$ cat config.mk
export PLATFORM = sky130hd
export DESIGN_NAME = ssf_status_flags
export DESIGN_NICKNAME = d
export VERILOG_FILES = /design/src/logic/ssf_pkg.sv /design/src/logic/ssf_status_flags.sv
export VERILOG_INCLUDE_DIRS = /design/src /design/src/logic
export SDC_FILE = /design/constraint.sdc
export NUM_CORES = 1
export LEC_CHECK = 0
export BUFFER_PORTS_ARGS = -buffer_cell sky130_fd_sc_hd__buf_4
export CORE_UTILIZATION = 36
export DETAILED_ROUTE_END_ITERATION = 16
export SYNTH_ARGS = -nofsm -noshare
export SYNTH_HDL_FRONTEND = slang
export SYNTH_SLANG_ARGS = --single-unit
$ cat constraint.sdc
create_clock -name CORE_CLK_IN -period 2.6 [get_ports CORE_CLK_IN]
set_input_delay 0.52 -clock CORE_CLK_IN [delete_from_list [all_inputs] [get_ports CORE_CLK_IN]]
set_output_delay 0.52 -clock CORE_CLK_IN [all_outputs]
set_load 0.05 [all_outputs]
$ cat src/logic/ssf_regs.svh
`ifndef SSF_REGS_SVH
`define SSF_REGS_SVH

// ==========================================
// register offsets
`define SSF_ADDR_STATUS 3'h0
`define SSF_ADDR_CTRL 3'h1
`define SSF_ADDR_MODE 3'h2
`define SSF_ADDR_TXBUF 3'h3
`define SSF_ADDR_RXBUF 3'h4
`define SSF_ADDR_IRQ_STAT 3'h5
`define SSF_ADDR_IRQ_MASK 3'h6

// ==========================================
// reset values
`define SSF_STATUS_RESET 8'h84
`define SSF_ZERO_BYTE 8'h00

// ==========================================
// serial_status fields
`define SSF_B_TX_BUFFER_EMPTY 7
`define SSF_B_RX_BUFFER_FULL 6
`define SSF_B_OER 5
`define SSF_B_FER 4
`define SSF_B_PER 3
`define SSF_B_TX_END_FLAG 2
`define SSF_B_RX_MULTIPROC_BIT 1
`define SSF_B_TX_MULTIPROC_BIT 0
`define SSF_CLEARABLE 8'hf8

// ==========================================
// serial_control fields
`define SSF_B_TIE 7
`define SSF_B_RIE 6
`define SSF_B_TE 5
`define SSF_B_RE 4
`define SSF_CTRL_MASK 8'hf0

// ==========================================
// mode fields
`define SSF_B_SYNC 7
`define SSF_B_PAR_EN 5
`define SSF_B_PM 4
`define SSF_B_MP 2
`define SSF_MODE_MASK 8'hb4

// ==========================================
// interrupt status and mask fields
`define SSF_EV_TX 0
`define SSF_EV_RX 1
`define SSF_EV_ERR 2
`define SSF_EV_TX_END_FLAG 3
`define SSF_IRQ_MASK_BITS 8'h0f

`endif

$ cat src/logic/ssf_pkg.sv
package ssf_pkg;

  // one received character from the receive shifter
  typedef struct packed {
    logic done;
    logic [7:0] data;
    logic parity;
    logic stop;
    logic mpb;
  } ssf_rx_char_t;

  // all state of the flag block
  typedef struct packed {
    logic [7:0] status;
    logic [7:0] armed;
    logic [7:0] ctrl;
    logic [7:0] mode;
    logic [7:0] tx_buffer;
    logic [7:0] rx_buffer;
    logic [7:0] irq_stat;
    logic [7:0] irq_mask;
    logic [7:0] rd_data;
    logic irq;
    logic tx_irq;
    logic rx_irq;
    logic err_irq;
    logic tx_avail;
    logic tx_halt;
    logic rx_halt;
    logic tx_mpb;
  } ssf_state_t;

endpackage : ssf_pkg

$ cat src/logic/ssf_status_flags.sv
`timescale 1ns/1ps
`include "ssf_regs.svh"
// Overview of operation
// flags clear by writing 0 only after being read as 1
// status initialises to 0x84 on reset and in low-power modes
// tx_buffer_empty sets on shifter load or while tx_enable is clear
// tx_buffer_empty clears on tx_buffer write or read-then-write-zero
// rx_buffer_full sets on error-free character, clears on buffer read or clear
// on error or rx_enable clear, rx_buffer and rx_buffer_full hold
// overrun sets when a character completes with rx_buffer_full set; data lost
// overrun halts reception, and transmission in synchronous mode
// framing error when first stop bit is 0 in asynchronous mode
// framing error loads buffer without full flag; halts reception, both if sync
// parity error when ones count mismatches parity_mode in async parity mode
// parity error loads buffer without full flag; halts reception, both if sync
// tx_end_flag sets at last bit with empty buffer or tx_enable clear
// received multiprocessor bit captured into read-only status bit
// clearing rx_enable leaves error flags and rx_multiproc_bit unchanged
// tx_multiproc_bit appended only in async multiprocessor transmission
// tx_empty_irq while tx_buffer_empty and tx_irq_enable are both set
// rx full and error interrupts while rx_irq_enable and flag are set
// writing 1 to clear-only flags or writes to read-only bits do nothing
module ssf_status_flags (
  input wire logic CORE_CLK_IN,
  input wire logic RST_IN,
  input wire logic CE_IN,
  input wire logic LOWPWR_IN,
  input wire logic [2:0] BUS_ADDR_IN,
  input wire logic [7:0] BUS_WDATA_IN,
  input wire logic BUS_WR_IN,
  input wire logic BUS_RD_IN,
  input wire logic TX_LOAD_IN,
  input wire logic TX_LAST_BIT_IN,
  input wire ssf_pkg::ssf_rx_char_t RX_CHAR_IN,
  output logic [7:0] BUS_RDATA_OUT,
  output logic [7:0] TX_DATA_OUT,
  output logic TX_MPB_OUT,
  output logic TX_AVAIL_OUT,
  output logic TX_HALT_OUT,
  output logic RX_HALT_OUT,
  output logic TX_EMPTY_IRQ_OUT,
  output logic RX_FULL_IRQ_OUT,
  output logic RX_ERROR_IRQ_OUT,
  output logic IRQ_OUT
);

  // ==========================================
  // address decode
  function automatic logic ssf_hit(input logic [2:0] a, input logic [2:0] r);
    return a == r;
  endfunction : ssf_hit

  ssf_pkg::ssf_state_t state_reg;
  ssf_pkg::ssf_state_t state_next;

  logic wr_status;
  logic rd_status;
  logic wr_txbuf;
  logic rd_rxbuf;
  logic rd_irq;
  logic tx_enable;
  logic rx_enable;
  logic sync_mode;
  logic halt;
  logic rx_take;
  logic fer_ev;
  logic per_ev;
  logic oer_ev;
  logic rx_buffer_full_ev;
  logic load_rx;
  logic tx_buffer_empty_set;
  logic tx_buffer_empty_clr;
  logic tx_end_flag_set;
  logic [7:0] sw_clr;

  assign wr_status = BUS_WR_IN && ssf_hit(BUS_ADDR_IN, `SSF_ADDR_STATUS);
  assign rd_status = BUS_RD_IN && ssf_hit(BUS_ADDR_IN, `SSF_ADDR_STATUS);
  assign wr_txbuf = BUS_WR_IN && ssf_hit(BUS_ADDR_IN, `SSF_ADDR_TXBUF);
  assign rd_rxbuf = BUS_RD_IN && ssf_hit(BUS_ADDR_IN, `SSF_ADDR_RXBUF);
  assign rd_irq = BUS_RD_IN && ssf_hit(BUS_ADDR_IN, `SSF_ADDR_IRQ_STAT);

  assign tx_enable = state_reg.ctrl[`SSF_B_TE];
  assign rx_enable = state_reg.ctrl[`SSF_B_RE];
  assign sync_mode = state_reg.mode[`SSF_B_SYNC];

  // ==========================================
  // receive events
  assign halt = state_reg.status[`SSF_B_OER] | state_reg.status[`SSF_B_FER]
              | state_reg.status[`SSF_B_PER];
  assign rx_take = RX_CHAR_IN.done && rx_enable && !halt;
  assign oer_ev = rx_take && state_reg.status[`SSF_B_RX_BUFFER_FULL];
  assign load_rx = rx_take && !state_reg.status[`SSF_B_RX_BUFFER_FULL];
  assign fer_ev = load_rx && !sync_mode && !RX_CHAR_IN.stop;
  assign per_ev = load_rx && !sync_mode && state_reg.mode[`SSF_B_PAR_EN]
                && ((^{RX_CHAR_IN.data, RX_CHAR_IN.parity})
                    != state_reg.mode[`SSF_B_PM]);
  assign rx_buffer_full_ev = load_rx && !fer_ev && !per_ev;

  // ==========================================
  // transmit events
  assign tx_buffer_empty_set = TX_LOAD_IN || !tx_enable;
  assign sw_clr = (wr_status ? ~BUS_WDATA_IN : `SSF_ZERO_BYTE)
                & state_reg.armed & `SSF_CLEARABLE;
  assign tx_buffer_empty_clr = wr_txbuf || sw_clr[`SSF_B_TX_BUFFER_EMPTY];
  assign tx_end_flag_set = (TX_LAST_BIT_IN && state_reg.status[`SSF_B_TX_BUFFER_EMPTY])
                  || !tx_enable;

  // ==========================================
  // next state
  always_comb begin
    state_next = state_reg;
    // tx_buffer_empty, set wins over clear
    if (tx_buffer_empty_set) begin
      state_next.status[`SSF_B_TX_BUFFER_EMPTY] = 1'b1;
    end else if (tx_buffer_empty_clr) begin
      state_next.status[`SSF_B_TX_BUFFER_EMPTY] = 1'b0;
    end
    if (tx_end_flag_set) begin
      state_next.status[`SSF_B_TX_END_FLAG] = 1'b1;
    end else if (tx_buffer_empty_clr) begin
      state_next.status[`SSF_B_TX_END_FLAG] = 1'b0;
    end
    // rx_buffer_full
    if (rx_buffer_full_ev) begin
      state_next.status[`SSF_B_RX_BUFFER_FULL] = 1'b1;
    end else if (rd_rxbuf || sw_clr[`SSF_B_RX_BUFFER_FULL]) begin
      state_next.status[`SSF_B_RX_BUFFER_FULL] = 1'b0;
    end
    // error flags are not set while rx_enable is clear; software clear still works
    if (oer_ev) begin
      state_next.status[`SSF_B_OER] = 1'b1;
    end else if (sw_clr[`SSF_B_OER]) begin
      state_next.status[`SSF_B_OER] = 1'b0;
    end
    if (fer_ev) begin
      state_next.status[`SSF_B_FER] = 1'b1;
    end else if (sw_clr[`SSF_B_FER]) begin
      state_next.status[`SSF_B_FER] = 1'b0;
    end
    if (per_ev) begin
      state_next.status[`SSF_B_PER] = 1'b1;
    end else if (sw_clr[`SSF_B_PER]) begin
      state_next.status[`SSF_B_PER] = 1'b0;
    end
    // received data and multiprocessor bit
    if (load_rx) begin
      state_next.rx_buffer = RX_CHAR_IN.data;
      if (!sync_mode && state_reg.mode[`SSF_B_MP]) begin
        state_next.status[`SSF_B_RX_MULTIPROC_BIT] = RX_CHAR_IN.mpb;
      end
    end
    // software writes
    if (wr_status) begin
      state_next.status[`SSF_B_TX_MULTIPROC_BIT] = BUS_WDATA_IN[`SSF_B_TX_MULTIPROC_BIT];
    end
    if (BUS_WR_IN && ssf_hit(BUS_ADDR_IN, `SSF_ADDR_CTRL)) begin
      state_next.ctrl = BUS_WDATA_IN & `SSF_CTRL_MASK;
    end
    if (BUS_WR_IN && ssf_hit(BUS_ADDR_IN, `SSF_ADDR_MODE)) begin
      state_next.mode = BUS_WDATA_IN & `SSF_MODE_MASK;
    end
    if (wr_txbuf) begin
      state_next.tx_buffer = BUS_WDATA_IN;
    end
    if (BUS_WR_IN && ssf_hit(BUS_ADDR_IN, `SSF_ADDR_IRQ_MASK)) begin
      state_next.irq_mask = BUS_WDATA_IN & `SSF_IRQ_MASK_BITS;
    end
    // low-power entry reinitialises the status register
    if (LOWPWR_IN) begin
      state_next.status = `SSF_STATUS_RESET;
    end
    // a flag is armed for clearing by a read that sees it at 1
    state_next.armed = (state_reg.armed
                       | (rd_status ? state_reg.status : `SSF_ZERO_BYTE))
                     & state_next.status & `SSF_CLEARABLE;
    // sticky interrupt status, read clears, set wins
    state_next.irq_stat = rd_irq ? `SSF_ZERO_BYTE : state_reg.irq_stat;
    state_next.irq_stat[`SSF_EV_TX] = state_next.irq_stat[`SSF_EV_TX]
      | (state_next.status[`SSF_B_TX_BUFFER_EMPTY] & ~state_reg.status[`SSF_B_TX_BUFFER_EMPTY]);
    state_next.irq_stat[`SSF_EV_RX] = state_next.irq_stat[`SSF_EV_RX]
      | (state_next.status[`SSF_B_RX_BUFFER_FULL] & ~state_reg.status[`SSF_B_RX_BUFFER_FULL]);
    state_next.irq_stat[`SSF_EV_ERR] = state_next.irq_stat[`SSF_EV_ERR]
      | oer_ev | fer_ev | per_ev;
    state_next.irq_stat[`SSF_EV_TX_END_FLAG] = state_next.irq_stat[`SSF_EV_TX_END_FLAG]
      | (state_next.status[`SSF_B_TX_END_FLAG] & ~state_reg.status[`SSF_B_TX_END_FLAG]);
    state_next.irq = |(state_next.irq_stat & state_next.irq_mask);
    // level requests
    state_next.tx_irq = state_next.status[`SSF_B_TX_BUFFER_EMPTY]
                      & state_next.ctrl[`SSF_B_TIE];
    state_next.rx_irq = state_next.status[`SSF_B_RX_BUFFER_FULL]
                      & state_next.ctrl[`SSF_B_RIE];
    state_next.err_irq = (state_next.status[`SSF_B_OER] | state_next.status[`SSF_B_FER]
                         | state_next.status[`SSF_B_PER])
                       & state_next.ctrl[`SSF_B_RIE];
    // datapath steering
    state_next.rx_halt = state_next.status[`SSF_B_OER] | state_next.status[`SSF_B_FER]
                       | state_next.status[`SSF_B_PER];
    state_next.tx_halt = state_next.rx_halt & state_next.mode[`SSF_B_SYNC];
    state_next.tx_avail = !state_next.status[`SSF_B_TX_BUFFER_EMPTY] && !state_next.tx_halt
                        && state_next.ctrl[`SSF_B_TE];
    state_next.tx_mpb = !state_next.mode[`SSF_B_SYNC] && state_next.mode[`SSF_B_MP]
                      && state_next.status[`SSF_B_TX_MULTIPROC_BIT];
    // read data, valid in the cycle after the strobe only
    state_next.rd_data = `SSF_ZERO_BYTE;
    if (BUS_RD_IN) begin
      unique case (BUS_ADDR_IN)
        `SSF_ADDR_STATUS: state_next.rd_data = state_reg.status;
        `SSF_ADDR_CTRL: state_next.rd_data = state_reg.ctrl;
        `SSF_ADDR_MODE: state_next.rd_data = state_reg.mode;
        `SSF_ADDR_TXBUF: state_next.rd_data = state_reg.tx_buffer;
        `SSF_ADDR_RXBUF: state_next.rd_data = state_reg.rx_buffer;
        `SSF_ADDR_IRQ_STAT: state_next.rd_data = state_reg.irq_stat;
        `SSF_ADDR_IRQ_MASK: state_next.rd_data = state_reg.irq_mask;
        default: state_next.rd_data = `SSF_ZERO_BYTE;
      endcase
    end
  end

  // ==========================================
  // state register
  always_ff @(posedge CORE_CLK_IN or posedge RST_IN) begin
    if (RST_IN) begin
      state_reg <= '0;
      state_reg.status <= `SSF_STATUS_RESET;
      state_reg.rx_halt <= 1'b0;
    end else if (CE_IN) begin
      state_reg <= state_next;
    end
  end

  // ==========================================
  // outputs
  assign BUS_RDATA_OUT = state_reg.rd_data;
  assign TX_DATA_OUT = state_reg.tx_buffer;
  assign TX_MPB_OUT = state_reg.tx_mpb;
  assign TX_AVAIL_OUT = state_reg.tx_avail;
  assign TX_HALT_OUT = state_reg.tx_halt;
  assign RX_HALT_OUT = state_reg.rx_halt;
  assign TX_EMPTY_IRQ_OUT = state_reg.tx_irq;
  assign RX_FULL_IRQ_OUT = state_reg.rx_irq;
  assign RX_ERROR_IRQ_OUT = state_reg.err_irq;
  assign IRQ_OUT = state_reg.irq;
endmodule : ssf_status_flags

==> results.json <==
{
  "drive_gt1_share_pct": 34.9,
  "cp-start-kind": "register",
  "grt_pass1_vias": 2906,
  "cts_root_buf": "clkbuf_8",
  "cts.sinks": 69,
  "grt_pass1_wl_mm": 16.4,
  "p_per_area_nw_per_um2": 753,
  "tns_ns": 0,
  "synth_top_cell_area_share_pct": 44.6,
  "drv_cap": 0,
  "endpoint_kind": "register",
  "setup_viol": 0,
  "drtIter0Drc": 149,
  "wl_per_cell_um": 18.9,
  "die_h_um": 104,
  "synth_area_um2": 3760,
  "syn-num-nets": 378,
  "yosysMostFrequentCell": "dfrtp_1",
  "ant_nets": 0,
  "slowest_delay_ns": 0.65,
  "ys_warn_count": 0,
  "layout.nets": 424,
  "post-cts-setup-buffers": 0,
  "skew_ns": 0.00549,
  "p_leak_nw": 1.98,
  "final_hold_viol_count": 0,
  "hp-class": "in -> async",
  "dieArea_um2": 10800,
  "synth-seq-cells": 69,
  "rr_startpoint": "state_reg[77]$_DFFE_PP0P_",
  "fin_crit_sh_pct": 91.2,
  "cp_max_fo": 4,
  "clk_latency_ns": 0.34,
  "ctsLongestPathBuffers": 2,
  "yosysUniqueCellTypes": 58,
  "yosysTopAreaCell": "dfrtp_1",
  "track_usage_pct": 19.6,
  "fp-row-count": 36,
  "path_cells": "and4bb_2, or4b_2, o22ai_1, nor3b_1, buf_4, a211oi_1, mux2_2",
  "yosys-top-cells-area": "dfrtp_1, mux2_2, mux2i_1",
  "syn_area_per_cell_um2": 10.8,
  "slowest_stage": "or4b_2",
  "rsz0062_at_grt": "no",
  "ff_latch_area_um2": 1730,
  "htree_num_levels": 3,
  "synth_edf_count": 0,
  "cp.buffers_inverters": 1,
  "largest_reg_flops": 44,
  "grt_overflow": 0,
  "nFillCells": 929,
  "hpwlAfterDp_mm": 7.59,
  "path_class": "reg -> reg",
  "maxSlewHeadroom_pct": 64.0,
  "wl_mm": 10.0,
  "die_x_um": 104,
  "crit_family": "simple AND/OR/NAND/NOR gates",
  "outcome": "completed",
  "multi_input_area_um2": 1810,
  "cts_tree": "done",
  "syn2layout_area_growth_pct": 19.2,
  "min_period_ns": 2.37,
  "drv_slew": 0,
  "io_pins": 55,
  "syn_inst": 347,
  "seq_area_frac_synth_pct": 46.0,
  "critical_path.startpoint": "state_reg[77]$_DFFE_PP0P_",
  "drc_errors": 0,
  "synth_commonest_cells": "dfrtp_1, mux2_2, nand2_1",
  "cp.required_ns": 2.88,
  "initial_core_util_pct": 37.7,
  "place_congestion": 0.838,
  "total_power_mw": 3.37,
  "synth_ff_type": "dfrtp_1",
  "cts_resized": 0,
  "worst_ir_drop_vdd_mv": 0.437,
  "grt_max_degree": 37,
  "clkSlewWorstSetupHoldPaths_ns": 0.07,
  "holdBufCountCts": 0,
  "portBuffers": 54,
  "vias": 2930,
  "numCtsBuffers": 9,
  "cp.arrival_ns": 2.65,
  "core_area_um2": 9950,
  "vias_per_cell": 5.52,
  "drtPass1Iterations": 4,
  "worstMarginPinSlew_ns": 0.536,
  "synthArstFlopShare_pct": 100,
  "antenna_cells": 0,
  "clock.fmax_mhz": 422,
  "antenna_found_initial": 0
}
==> path summary, 6_finish.rpt <==
kind                                                 to  slack, ns  cells after the start
max in group asynchronous     state_reg[37]$_DFFE_PP0P_       1.84                      3
min in group CORE_CLK_IN      state_reg[32]$_DFFE_PP0P_       0.42                      2
hold reg to reg            BUS_RDATA_OUT[0]$_DFFE_PP0P_       0.49                      1
hold / removal                state_reg[72]$_DFFE_PP0P_       0.18                      2
setup reg to reg                TX_HALT_OUT$_DFFE_PP0P_       0.23                      7
setup / recovery                TX_HALT_OUT$_DFFE_PP0P_       0.23                      7
==> worst register-to-register path: cells and delay by family, from the launching register on <==
kind | cells | cell delay (ns)
simple gates | 3 | 1.06
buf+inv | 1 | 0.15
flops | 1 | 0.42
compound gates | 2 | 0.48
mux | 1 | 0.20
==> cells by family after synthesis <==
group	share of synthesized area, %
multiplexers	16.4
AO/OA/AOI/OAI	14.7
flip-flops	46.0
buffers and inverters	5.80
XOR/XNOR	2.47
AND/OR/NAND/NOR	14.7
==> power by group <==
group / internal, mW / switching (mW) / leakage [nW]
Clock: 0.521 / 0.407 / 0.106
Sequential: 1.28 / 0.192 / 0.887
Combinational: 0.442 / 0.533 / 0.984
Total: 2.24 / 1.13 / 1.98
==> routing by layer <==
metal / GRT usage [%] / up-vias / share of wire, %
met3: 4.82 / 17 / 6.6
met1: 28.1 / 1436 / 48
met2: 28.6 / 123 / 44
li1: - / 1354 / -
met5: 0 / - / 0
met4: 6.73 / 0 / 1.8
==> area by class of cell <==
type / count / area share [%]
sequential: 69 / 38.6
timing repair buffer: 69 / 11.9
clock inverter: 3 / 0.950
inverter: 8 / 0.671
tap: 133 / 3.72
multi-input combinational: 236 / 40.4
clock buffer: 13 / 3.77
==> metrics by stage <==
| step | instance area (µm²) | setup WS [ns] | hold WS (ns) | util (%) | cells |
|---|---|---|---|---|---|
| 3_3_place_gp | 4270 | 0.0719 | 0.467 | 42.8 | 515 |
| 4_1_cts | 4480 | 0.230 | 0.181 | 45.0 | 531 |
| 3_5_place_dp | 4270 | 0.0183 | 0.474 | 42.8 | 515 |
| 2_1_floorplan | 3760 | 0.214 | 0.448 | - | 347 |
| 6_report | 4480 | 0.229 | 0.179 | 45.0 | 531 |
| 5_1_grt | 4480 | 0.0591 | 0.195 | 45.0 | 531 |
==> cells in the final DEF (no fill, tap or decap), types with 2 or more instances in the layout <==
cell	instances
a21oi_1	7
inv_2	2
nor3b_1	4
a21o_1	6
nand3b_1	5
nor2_1	14
dfstp_2	2
nand3_1	10
buf_4	68
nand4b_1	2
mux2_2	39
and2_1	8
dfrtp_1	67
o31ai_1	2
inv_1	6
a22o_1	6
o2bb2ai_1	10
a31oi_1	3
o21a_1	3
xnor2_1	6
nand2_1	27
clkbuf_8	12
mux2i_1	13
nand2b_1	8
a211oi_1	2
or4b_2	2
nor2b_1	4
a21boi_0	2
a221oi_1	6
or2_2	3
mux4_2	2
o21ai_0	17
No activity file was read; power rests on OpenSTA's default activity.
